$ cat src/hdl/phu_pkg.sv
// Package for the data prefetch unit: field widths, hint codes, states
// and the structs that carry requests between pipeline, translation and cache.
// Assumes a single core clock domain and a 32-bit effective address.

package phu_pkg;

  // ----------------------------------------------------------------
  // Widths and field positions
  // ----------------------------------------------------------------
  localparam int ADDR_W        = 32;
  localparam int HINT_W        = 5;
  localparam int OFFSET_W      = 16;
  localparam int OFF_MSB_NEW   = 8;
  localparam int OFF_MSB_OLD   = 15;
  localparam int CCA_W         = 3;
  localparam int LEVEL_W       = 2;
  localparam int HINT_GROUP_LO = 3;

  // ----------------------------------------------------------------
  // Hint codes
  // ----------------------------------------------------------------
  localparam logic [HINT_W-1:0] HINT_LRU_L1   = 5'h02;
  localparam logic [HINT_W-1:0] HINT_IMPL_L1  = 5'h03;
  localparam logic [HINT_W-1:0] HINT_RSV_LO   = 5'h18;
  localparam logic [1:0]        GROUP_L1      = 2'h0;
  localparam logic [1:0]        GROUP_L2      = 2'h1;
  localparam logic [1:0]        GROUP_L3      = 2'h2;

  // ----------------------------------------------------------------
  // Types
  // ----------------------------------------------------------------
  typedef enum logic [1:0] {
    PHU_OP_NONE  = 2'b00,
    PHU_OP_LOAD  = 2'b01,
    PHU_OP_STORE = 2'b10,
    PHU_OP_LRU   = 2'b11
  } phu_op_t;

  typedef enum logic [1:0] {
    PHU_LVL_L1 = 2'b00,
    PHU_LVL_L2 = 2'b01,
    PHU_LVL_L3 = 2'b10
  } phu_level_t;

  typedef enum logic [2:0] {
    PHU_ST_IDLE   = 3'b000,
    PHU_ST_XLATE  = 3'b001,
    PHU_ST_WAITXL = 3'b010,
    PHU_ST_ISSUE  = 3'b011,
    PHU_ST_WAITC  = 3'b100,
    PHU_ST_DONE   = 3'b101
  } phu_state_t;

  typedef struct packed {
    logic [ADDR_W-1:0]   base;
    logic [OFFSET_W-1:0] offset;
    logic [HINT_W-1:0]   hint;
  } phu_instr_t;

  typedef struct packed {
    phu_op_t    op;
    phu_level_t level;
    logic       streamed;
    logic       retained;
    logic       reserved_instr;
  } phu_decode_t;

  typedef struct packed {
    logic              fault;
    logic              uncached;
    logic              coherent;
    logic [CCA_W-1:0]  cache_coherency_attribute;
    logic [ADDR_W-1:0] paddr;
  } phu_xlate_t;

  typedef struct packed {
    logic [ADDR_W-1:0] paddr;
    logic [CCA_W-1:0]  cache_coherency_attribute;
    logic              coherent;
    phu_op_t           op;
    phu_level_t        level;
    logic              streamed;
    logic              retained;
    logic              spare_locked;
  } phu_cache_req_t;

endpackage : phu_pkg

$ cat src/hdl/phu_addr_gen.sv
// Effective address adder for the prefetch unit.
// Assumes the offset arrives as the raw 16-bit instruction field.
`timescale 1ns/10ps
`default_nettype none

module phu_addr_gen (
  input  wire logic [phu_pkg::ADDR_W-1:0]   base,
  input  wire logic [phu_pkg::OFFSET_W-1:0] offset,
  input  wire logic                         release_new,
  output logic      [phu_pkg::ADDR_W-1:0]   vaddr
);
  import phu_pkg::*;

  // ----------------------------------------------------------------
  // Sign extension
  // ----------------------------------------------------------------
  function automatic logic [ADDR_W-1:0] sext(input logic [OFFSET_W-1:0] f,
                                             input logic rel_new);
    logic [ADDR_W-1:0] r;
    r = rel_new ? {{(ADDR_W-OFF_MSB_NEW-1){f[OFF_MSB_NEW]}}, f[OFF_MSB_NEW:0]}
                : {{(ADDR_W-OFF_MSB_OLD-1){f[OFF_MSB_OLD]}}, f};
    return r;
  endfunction : sext

  // Wraps modulo the address width, as the adder in the load path does
  assign vaddr = base + sext(offset, release_new);

endmodule : phu_addr_gen

`default_nettype wire

$ cat src/hdl/phu_hint_decode.sv
// Combinational decode of the five-bit prefetch hint into an action.
// Assumes the release select is a steady configuration level.
`timescale 1ns/10ps
`default_nettype none

module phu_hint_decode #(
  parameter bit LRU_L1_SUPPORT = 1'b1
) (
  input  wire logic [phu_pkg::HINT_W-1:0] hint,
  input  wire logic                       release_new,
  output phu_pkg::phu_decode_t            dec
);
  import phu_pkg::*;

  // ----------------------------------------------------------------
  // Decode
  // ----------------------------------------------------------------
  function automatic phu_decode_t decode_hint(input logic [HINT_W-1:0] h,
                                              input logic rel_new);
    phu_decode_t d;
    logic [1:0]  grp;
    logic [2:0]  sub;
    d   = '{op: PHU_OP_NONE, level: PHU_LVL_L1, streamed: 1'b0,
            retained: 1'b0, reserved_instr: 1'b0};
    grp = h[HINT_W-1:HINT_GROUP_LO];
    sub = h[HINT_GROUP_LO-1:0];
    if (rel_new && h >= HINT_RSV_LO) begin
      d.reserved_instr = 1'b1;
    end else if (rel_new || grp == GROUP_L1) begin
      d.level = (grp == GROUP_L2) ? PHU_LVL_L2 :
                (grp == GROUP_L3) ? PHU_LVL_L3 : PHU_LVL_L1;
      unique case (sub)
        3'h0: d.op = PHU_OP_LOAD;
        3'h1: d.op = PHU_OP_STORE;
        3'h2: d.op = (rel_new && grp == GROUP_L1 && LRU_L1_SUPPORT)
                     ? PHU_OP_LRU : PHU_OP_NONE;
        3'h3: d.op = PHU_OP_NONE;
        3'h4, 3'h5, 3'h6, 3'h7: begin
          d.op       = sub[0] ? PHU_OP_STORE : PHU_OP_LOAD;
          d.streamed = ~sub[1];
          d.retained = sub[1];
        end
      endcase
      // Older releases reserve 2 and 3; doing nothing is always legal
      if (!rel_new && sub[2:1] == 2'h1) begin
        d.op = PHU_OP_NONE;
      end
    end
    return d;
  endfunction : decode_hint

  assign dec = decode_hint(hint, release_new);

endmodule : phu_hint_decode

`default_nettype wire

$ cat src/hdl/prefetch_hint_unit.sv
// Top of the data prefetch unit: takes one prefetch from the pipeline,
// translates it, and issues at most one non-binding request to the caches.
// Assumes translation answers some cycles after its request and the
// cache answers every accepted request with one done pulse.
`timescale 1ns/10ps
`default_nettype none

module prefetch_hint_unit #(
  parameter bit REPORT_ERRORS  = 1'b0,
  parameter bit LRU_L1_SUPPORT = 1'b1
) (
  input  wire logic                      clk_sys,
  input  wire logic                      sys_rst,
  input  wire logic                      release_new,
  // Pipeline side
  input  wire logic                      pf_valid,
  input  wire phu_pkg::phu_instr_t       pf_instr,
  output logic                           pf_ready,
  output logic                           pf_done,
  output logic                           pf_reserved_instr_exception,
  output logic                           pf_bus_error_exception,
  output logic                           general_register_write_en,
  // Barrier side
  input  wire logic                      barrier_req,
  output logic                           barrier_ack,
  // Translation side
  output logic                           xlt_valid,
  output logic [phu_pkg::ADDR_W-1:0]     xlt_vaddr,
  input  wire logic                      xlt_rsp_valid,
  input  wire phu_pkg::phu_xlate_t       xlt_rsp,
  // Cache side
  output logic                           cache_req_valid,
  output phu_pkg::phu_cache_req_t        cache_req,
  input  wire logic                      cache_req_ready,
  input  wire logic                      cache_done,
  input  wire logic                      cache_error
);
  import phu_pkg::*;

  // ----------------------------------------------------------------
  // Decode and address
  // ----------------------------------------------------------------
  phu_decode_t       dec_now;
  logic [ADDR_W-1:0] vaddr_now;

  phu_hint_decode #(
    .LRU_L1_SUPPORT (LRU_L1_SUPPORT)
  ) u_decode (
    .hint           (pf_instr.hint),
    .release_new    (release_new),
    .dec            (dec_now)
  );

  phu_addr_gen u_addr (
    .base           (pf_instr.base),
    .offset         (pf_instr.offset),
    .release_new    (release_new),
    .vaddr          (vaddr_now)
  );

  // ----------------------------------------------------------------
  // State
  // ----------------------------------------------------------------
  phu_state_t        state;
  phu_state_t        next_state;
  phu_decode_t       dec;
  phu_decode_t       next_dec;
  logic              take;

  logic                      next_pf_ready;
  logic                      next_pf_done;
  logic                      next_pf_ri;
  logic                      next_pf_be;
  logic                      next_barrier_ack;
  logic                      next_xlt_valid;
  logic [ADDR_W-1:0]         next_xlt_vaddr;
  logic                      next_cache_req_valid;
  phu_cache_req_t            next_cache_req;

  // A barrier loses to a prefetch offered in idle and is acked only once the one in flight has
  // drained, so no refill or writeback can pass the barrier.
  assign take = pf_valid && pf_ready;

  // ----------------------------------------------------------------
  // Sequencer
  // ----------------------------------------------------------------
  always_comb begin
    next_state           = state;
    next_dec             = dec;
    next_pf_ready        = pf_ready;
    next_pf_done         = 1'b0;
    next_pf_ri           = 1'b0;
    next_pf_be           = 1'b0;
    next_barrier_ack     = 1'b0;
    next_xlt_valid       = 1'b0;
    next_xlt_vaddr       = xlt_vaddr;
    next_cache_req_valid = cache_req_valid;
    next_cache_req       = cache_req;
    unique case (state)
      PHU_ST_IDLE: begin
        if (take) begin
          next_pf_ready  = 1'b0;
          next_dec       = dec_now;
          next_xlt_vaddr = vaddr_now;
          if (dec_now.reserved_instr) begin
            next_state   = PHU_ST_DONE;
            next_pf_ri   = 1'b1;
            next_pf_done = 1'b1;
          end else if (dec_now.op == PHU_OP_NONE) begin
            next_state   = PHU_ST_DONE;
            next_pf_done = 1'b1;
          end else begin
            next_state     = PHU_ST_WAITXL;
            next_xlt_valid = 1'b1;
          end
        end else if (barrier_req) begin
          // Nothing in flight here, so the barrier completes at once
          next_pf_ready    = 1'b0;
          next_barrier_ack = 1'b1;
          next_state       = PHU_ST_DONE;
        end else begin
          next_pf_ready = 1'b1;
        end
      end
      PHU_ST_XLATE: begin
        next_state     = PHU_ST_WAITXL;
        next_xlt_valid = 1'b1;
      end
      PHU_ST_WAITXL: begin
        if (xlt_rsp_valid) begin
          if (xlt_rsp.fault || xlt_rsp.uncached) begin
            // Fault is dropped silently; uncached gets no traffic
            next_state   = PHU_ST_DONE;
            next_pf_done = 1'b1;
          end else begin
            next_cache_req.paddr    = xlt_rsp.paddr;
            next_cache_req.cache_coherency_attribute =
              xlt_rsp.cache_coherency_attribute;
            next_cache_req.coherent = xlt_rsp.coherent;
            next_cache_req.op       = dec.op;
            next_cache_req.level    = dec.level;
            next_cache_req.streamed = dec.streamed;
            next_cache_req.retained = dec.retained;
            next_cache_req.spare_locked = 1'b1;
            next_cache_req_valid    = 1'b1;
            next_state              = PHU_ST_ISSUE;
          end
        end
      end
      PHU_ST_ISSUE: begin
        if (cache_req_ready) begin
          next_cache_req_valid = 1'b0;
          next_state           = PHU_ST_WAITC;
        end
      end
      PHU_ST_WAITC: begin
        // Done covers refill and any victim writeback the cache chose
        if (cache_done) begin
          next_state   = PHU_ST_DONE;
          next_pf_done = 1'b1;
          next_pf_be   = REPORT_ERRORS && cache_error;
        end
      end
      PHU_ST_DONE: begin
        // One idle cycle keeps done and the next accept apart
        next_state    = PHU_ST_IDLE;
        next_pf_ready = 1'b1;
      end
      default: begin
        next_state    = PHU_ST_IDLE;
        next_pf_ready = 1'b1;
      end
    endcase
  end

  always_ff @(posedge clk_sys) begin
    if (sys_rst) begin
      state                       <= PHU_ST_IDLE;
      dec                         <= '{op: PHU_OP_NONE, level: PHU_LVL_L1,
                                       streamed: 1'b0, retained: 1'b0,
                                       reserved_instr: 1'b0};
      pf_ready                    <= 1'b0;
      pf_done                     <= 1'b0;
      pf_reserved_instr_exception <= 1'b0;
      pf_bus_error_exception      <= 1'b0;
      barrier_ack                 <= 1'b0;
      xlt_valid                   <= 1'b0;
      xlt_vaddr                   <= '0;
      cache_req_valid             <= 1'b0;
      cache_req                   <= '0;
    end else begin
      state                       <= next_state;
      dec                         <= next_dec;
      pf_ready                    <= next_pf_ready;
      pf_done                     <= next_pf_done;
      pf_reserved_instr_exception <= next_pf_ri;
      pf_bus_error_exception      <= next_pf_be;
      barrier_ack                 <= next_barrier_ack;
      xlt_valid                   <= next_xlt_valid;
      xlt_vaddr                   <= next_xlt_vaddr;
      cache_req_valid             <= next_cache_req_valid;
      cache_req                   <= next_cache_req;
    end
  end

  // ----------------------------------------------------------------
  // Register file port
  // ----------------------------------------------------------------
  // Kept as a flop so the pipeline sees a defined zero from reset
  logic next_gr_we;

  always_comb begin
    next_gr_we = 1'b0;
  end

  always_ff @(posedge clk_sys) begin
    if (sys_rst) begin
      general_register_write_en <= 1'b0;
    end else begin
      general_register_write_en <= next_gr_we;
    end
  end

endmodule : prefetch_hint_unit

`default_nettype wire
$ cat config.mk
export PLATFORM = sky130hd
export DESIGN_NAME = prefetch_hint_unit
export DESIGN_NICKNAME = d
export VERILOG_FILES = /design/src/hdl/phu_pkg.sv /design/src/hdl/phu_addr_gen.sv /design/src/hdl/phu_hint_decode.sv /design/src/hdl/prefetch_hint_unit.sv
export SDC_FILE = /design/constraint.sdc
export NUM_CORES = 1
export LEC_CHECK = 0
export BUFFER_PORTS_ARGS = -buffer_cell sky130_fd_sc_hd__buf_2
export CAP_MARGIN = 10
export CORE_MARGIN = 2
export CORE_UTILIZATION = 51
export DETAILED_ROUTE_END_ITERATION = 10
export GPL_TIMING_DRIVEN = 1
export PLACE_DENSITY = 0.88
export SYNTH_ARGS = -nofsm -noshare
export SYNTH_HDL_FRONTEND = slang
export SYNTH_SLANG_ARGS = --single-unit
$ cat constraint.sdc
create_clock -name clk_sys -period 4.7 [get_ports clk_sys]
set_input_delay 0.94 -clock clk_sys [delete_from_list [all_inputs] [get_ports clk_sys]]
set_output_delay 0.94 -clock clk_sys [all_outputs]
set_load 0.01 [all_outputs]
==> impl_results.md, run 1 <==
- Outcome: completed
- Largest net degree at the start of global routing: 47
- CP Launch Type: input pin
- WP data required: 4.97 ns
- Initial Util: 0.520
- Synth area leaders: dfxtp_1, nand2_1, a21oi_1
- Seq/Total Area, Yosys: 0.340
- PortBufs: 179
- Num CTS Buffers: 9
- Post-Syn Area: between 0.005 and 0.006 mm^2
- Crit path cell chain: buf_2, nand2_1, o21ai_1, buf_4, ha_1, nand2_4, nor3_1, inv_1, a211oi_2, a211oi_2, or3_1, o311ai_2
- Post-route minimum period: ~3.3 ns
- Clk_lat worst skew: 0.35 ns
- WP depth: 12
- Global Route Usage Sum: 0.238
- Number of I/O pins: 183
- EDFF count, synth: 0
- Share of post-route cells with drive strength above 1: 0.262
- CTS H-tree lvls: 3
- WP buf/inv: 3
- Core area: between 0.01 and 0.015 mm^2
- Final Power: 2.06 mW
- Initial antenna violation count: 0
- Final Hold Vio Count: 0
- Max-slew violations: 0
- Top cell type's share of synthesized area: 0.340
- CP max FO: 15
- Nature of the critical path endpoint: register
- Worst Path Class, Setup: in2reg
- Async set-reset flop share out of synthesis: 0
- Worst setup margin: 1.35 ns
- # rows: 37
- Die W: 106 um
- Via Count: about 5,400
- P&R area growth vs syn: 20.6%
- FF-to-FF path depth: 6
- Measured slew at the worst slew-check pin: 1.10 ns
- # hold bufs at CTS: 0
- Hpwl dp: 10.1 mm
- Synthesized area per cell: around 7.6 um^2
- Worst EP arrival: 3.61 ns
- RSZ-0062 raised after global routing: false
- Clock Path Buffers: 2
- Layout fillers: 952
- Final period util: 0.712
- Clock transition at the registers of the reported paths: around 0.09 ns
- Max-Cap Viols: 0
- Top cell type by total area after synthesis: dfxtp_1
- Vias per std cell: 5.43
- Die Y: 106 um
- Sequential Area: 0.00180 mm^2
- Hold Crit Class: reg2reg
- Synth warnings: 0
- Pwr per Cell Area: 323 mW/mm^2
- Post-layout util: 0.627
- Routed WL: 13.4 mm
- Die area: 0.0112 mm^2
- Detailed Route Iter0 Violations: 296
- Place WS: 1.02 ns
- Post-synthesis cell count: 695
- Gr ovfl total: 0
- # resized after CTS: 0
- Max Clock Freq: 299 MHz
- CTS tree: yes
- Cell mode on critical path: a211oi_2
- Gpl congestion: 0.980
- Vias in the first global route: 4,735
- ANT nets after route: 0
- Crit-path slowest cell: ha_1
- Worst Skew: 0.0134 ns
- N_diodes: 0
- Layout Nets: 985
- First-pass GRT wire length: 21.9 mm
- Prevailing post-synth register cell: dfxtp_1
- Setup TNS: 0 ns
- Final setup vio count: 0
- Post-synth cell types: 66
- Clk root buf: clkbuf_8
- Worst slew margin: 0.266
- Routed length per instance: 13.5 um
- Family with the most delay on the worst path: simple AND/OR/NAND/NOR gates
- Flops & latches, synth: 90
- Setup Fix Bufs, Post-CTS: 0
- CTS sink count: 90
- Leakage power: ~2.9 nW
- Hold path depth: 2
- DRC Markers: 0
- Peak supply drop: between 0.00015 and 0.0002 V
- DRT Pass-1 Iters: 4
- Multi-input gate area: roughly 0.0032 mm^2
- Crit path largest cell delay: between 0.4 and 0.5 ns
## final cells by class
type                    instances  area share
clock buffers                  11      0.0206
clock inverters                 5     0.00646
inverters                      17     0.00999
multi-input cells             550       0.507
flip-flops and latches         90       0.282
well taps                     136      0.0266
repair buffers                185       0.147
## per-layer routing
metal | share of wire | wire length (um) | vias to the layer above | track usage
met5 | 0 | 0 | - | 0
met4 | 0.017 | 232 | 0 | 0.0705
met3 | 0.071 | 947 | 18 | 0.0460
met2 | 0.47 | 6350 | 209 | 0.403
met1 | 0.44 | 5850 | 2406 | 0.308
li1 | - | - | 2764 | -
## flip-flops by register name, summed over array words and instances (netlist names)
signal and count:
xlt_vaddr 32, pf_reserved_instr_exception 1, pf_ready 1, pf_done 1
cache_req_valid 1, barrier_ack 1, dec 6, cache_req 43
xlt_valid 1, state 3
## placed cells by master (no fill, tap or decap), drive strengths merged, types with 2 or more instances in the layout
master,n
nand2b,8
o21ai,47
buf,185
or3,8
nor4,2
a211oi,12
nor3,11
nor2b,9
xnor2,7
o22ai,3
nand4,10
conb,2
dfxtp,90
o311ai,2
ha,31
nand3b,3
a21o,16
xor2,9
nand2,149
a31oi,7
nand3,13
o211ai,3
clkinv,3
a32o,5
inv,17
o31ai,2
a21oi,104
clkbuf,11
clkinvlp,2
nor2,43
and3,8
o21a,8
nand4b,2
a21boi,6
mux2i,2
## Yosys cell counts, types with 3 or more instances
cell / count
a211oi_2: 4
and3_1: 5
clkbuf_8: 3
o21ai_0: 45
a31oi_1: 6
nand3b_1: 3
and3_2: 3
a21oi_1: 104
nand4_1: 9
a211oi_1: 8
xor2_1: 9
a21o_2: 3
dfxtp_1: 90
o211ai_1: 3
xnor2_1: 7
nor2_1: 42
or3_1: 8
nand2_1: 145
buf_2: 7
clkbuf_1: 26
a32o_1: 5
a21boi_0: 5
o22ai_1: 3
a21o_1: 13
nor2b_1: 9
nor3_1: 10
inv_1: 17
o21a_1: 8
nand2b_1: 8
ha_1: 31
nand3_1: 13
## final timing paths
kind	from	to	slack (ns)
max reg2reg	state[0]$_SDFFE_PP0P_	xlt_vaddr[27]$_SDFFE_PP0P_	2.29
max	release_new	xlt_vaddr[31]$_SDFFE_PP0P_	1.35
min	xlt_vaddr[13]$_SDFFE_PP0P_	xlt_vaddr[13]$_SDFFE_PP0P_	0.45
min reg2reg	xlt_vaddr[13]$_SDFFE_PP0P_	xlt_vaddr[13]$_SDFFE_PP0P_	0.45
## cell families after synthesis
logic type | after synthesis | synth area share
xor gates and xnor gates | 16 | 0.0264
adders and majority gates | 32 | 0.0770
DFF | 90 | 0.340
buffers and inverters | 56 | 0.0498
and+or+nand+nor | 275 | 0.243
muxes | 3 | 0.00590
AOI/OAI and AO/OA | 222 | 0.258
other | 1 | 0.000708
## power by group
part	leakage, nW	total [mW]	switching (mW)	internal (mW)
logic	2.06	0.696	0.405	0.290
registers	0.728	0.892	0.0587	0.833
clock network	0.0797	0.477	0.281	0.196
## tightest hold or removal path: cells and delay by family, from the launching register on
family,cells,cell delay (ns)
flops,1,0.32
simple gates,1,0.05
compound gates,1,0.05
## through the flow
step,hold WS [ns],instances,cell area [um^2]
2_1_floorplan,0.432,696,5300
3_3_place_gp,0.437,978,6220
3_5_place_dp,0.440,978,6220
4_1_cts,0.453,994,6390
5_1_grt,0.475,994,6390
6_report,0.452,994,6390
Note: power is estimated with default switching activity, not from simulation.
==> run 2: changes to the inputs <==
clock period = 3.38 ns   (was 4.7 ns; I/O delays follow)
==> run 2 against run 1 <==
Net effect: sequential share of layout area decreased by 0.41 points; sequential power increased by 40%; critical path type unchanged; hold slack improved by 0.0017 ns.
==> impl_results.md, run 2 (synthesis gave the netlist of run 1 again) <==
- Clk root buf: clkbuf_8
- WP depth: 12
- Max Clock Freq: 341 MHz
- Post-Layout Cell Count: 998
- CTS H-tree lvls: 3
- Max FFs per register: 43
- Worst slew margin: 0.593
- Setup TNS: 0 ns
- # resized after CTS: 0
- Clock Path Buffers: 2
- Largest net degree at the start of global routing: 59
- Die Y: ~110 um
- Pwr per Cell Area: approximately 470 mW/mm^2
- First-pass GRT wire length: 22.2 mm
- CP max FO: 17
- Nature of the critical path endpoint: register
- Crit path largest cell delay: slightly above 0.5 ns
- CTS tree: yes
- Commonest non-fill, non-tap cell in the layout: buf_2
- Vias in the first global route: 4,899
- Share of post-route cells with drive strength above 1: 0.267
- Measured slew at the worst slew-check pin: 0.605 ns
- Gpl congestion: 0.963
- Detailed Route Iter0 Violations: 254
- Outcome: completed
- HP Start: dec[1]$_SDFFE_PP0P_
- Worst EP arrival: 3.19 ns
- Leakage power: 2.92 nW
- Num CTS Buffers: 9
- ANT nets after route: 0
- CTS sink count: 90
- Clock transition at the registers of the reported paths: 0.09 ns
- WP data required: 3.63 ns
- CP Launch Type: input pin
- Final period util: 0.869
- Routed length per instance: approximately 14 um
- Gr ovfl total: 0
- Final Hold Vio Count: 0
- Initial antenna violation count: 0
- Commonest cells after routing, fill and taps aside: buf_2, nand2_1, a21oi_1, dfxtp_1, o21ai_0
- # rows: 37
- N_diodes: 0
- Largest regs: cache_req (43), xlt_vaddr (32), dec (6)
- Layout fillers: ~890
- Clk_lat worst skew: between 0.3 and 0.4 ns
- DRT Pass-1 Iters: 4
- Setup Fix Bufs, Post-CTS: 0
- Family with the most delay on the worst path: simple AND/OR/NAND/NOR gates
- RSZ-0062 raised after global routing: false
- Placed Cells: 982
- FF-to-FF path depth: 7
- WP buf/inv: 3
- Die W: 106 um
- Worst r2r src: state[0]$_SDFFE_PP0P_
- Final setup vio count: 0
- Max-Cap Viols: 0
- # hold bufs at CTS: 0
- Via Count: 5,488
- Hpwl dp: around 10 mm
- Worst Skew: roughly 0.014 ns
- Hold path depth: 2
- Top reg by flops: cache_req
- Cell mode on critical path: a211oi_2
- Number of I/O pins: 183
- Core area: ~0.01 mm^2
- Crit path cell chain: buf_2, nand2_1, o21ai_1, buf_4, ha_1, nand2_4, nor3_1, inv_1, a211oi_2, a211oi_2, or3_1, o311ai_2
- Hold Crit Class: reg2reg
- Vias per std cell: around 5.5
- Peak supply drop: 0.000223 V
- P&R area growth vs syn: 22.4%
- Max-slew violations: 0
- Worst Path Class, Setup: in2reg
- Crit path from: release_new
- Crit-path slowest cell: ha_1
- Die area: 0.0112 mm^2
- Post-route minimum period: roughly 3 ns
- Global Route Usage Sum: 0.239
- Initial Util: 0.520
- Routed WL: between 10 and 15 mm
- DRC Markers: 0
- PortBufs: about 180
- Layout Nets: 989
## run 2: cell types whose count changed in the layout (fill, tap and decap cells not counted)
cell | previous run | this run
buf_4 | 6 | 9
bufinv_16 | 0 | 2
inv_6 | 0 | 1
clkbuf_1 | 2 | 1
clkinvlp_4 | 2 | 0
buf_12 | 0 | 1
inv_8 | 0 | 1
clkinv_4 | 3 | 2
## run 2: path summary, 6_finish.rpt
path | end | slack, ns
setup / recovery | xlt_vaddr[31]$_SDFFE_PP0P_ | 0.44
hold / removal | cache_req[1]$_SDFFE_PP0P_ | 0.45
setup reg to reg | xlt_vaddr[24]$_SDFFE_PP0P_ | 1.10
hold reg to reg | cache_req[1]$_SDFFE_PP0P_ | 0.45
## run 2: layout make-up
| class | count | area, um^2 | area share |
|---|---|---|---|
| clock buffer | 10 | 128 | 0.0197 |
| clock inverter | 6 | 97.6 | 0.0150 |
| inverter | 17 | 63.8 | 0.00984 |
| multi-input combinational | 550 | 3240 | 0.500 |
| sequential | 90 | 1800 | 0.278 |
| tap | 136 | 170 | 0.0262 |
| timing repair buffer | 189 | 983 | 0.152 |
## run 2: per-stage QoR
| step | setup WS (ns) | total power [mW] | hold slack, ns | area (um^2) | util |
|---|---|---|---|---|---|
| after floorplan | 0.0444 | 1.96 | 0.432 | 5300 | - |
| after global placement | 0.171 | 2.22 | 0.436 | 6260 | 0.615 |
| after detailed placement | 0.124 | 2.24 | 0.441 | 6260 | 0.615 |
| after CTS | 0.482 | 3.08 | 0.455 | 6480 | 0.637 |
| after global routing | 0.260 | 3.25 | 0.471 | 6480 | 0.637 |
| final | 0.444 | 3.07 | 0.453 | 6480 | 0.637 |
## run 2: tightest hold or removal path: cells and delay by family, from the launching register on
family / cells / cell delay (ns)
AND/OR/NAND/NOR: 1 / 0.05
flip-flops: 1 / 0.32
AO/OA/AOI/OAI: 1 / 0.05
## run 2: power by group
group	switching [mW]	leakage, nW	internal, mW	total [mW]
logic	0.572	2.08	0.411	0.983
clock network	0.411	0.113	0.428	0.839
registers	0.0870	0.728	1.16	1.25
## run 2: layer usage
layer / wire length [um] / global-route usage / vias up
li1: - / - / 2778
met1: 6130 / 0.301 / 2485
met2: 6610 / 0.419 / 202
met3: 854 / 0.0411 / 23
met4: 261 / 0.0677 / 0
met5: 0 / 0 / -
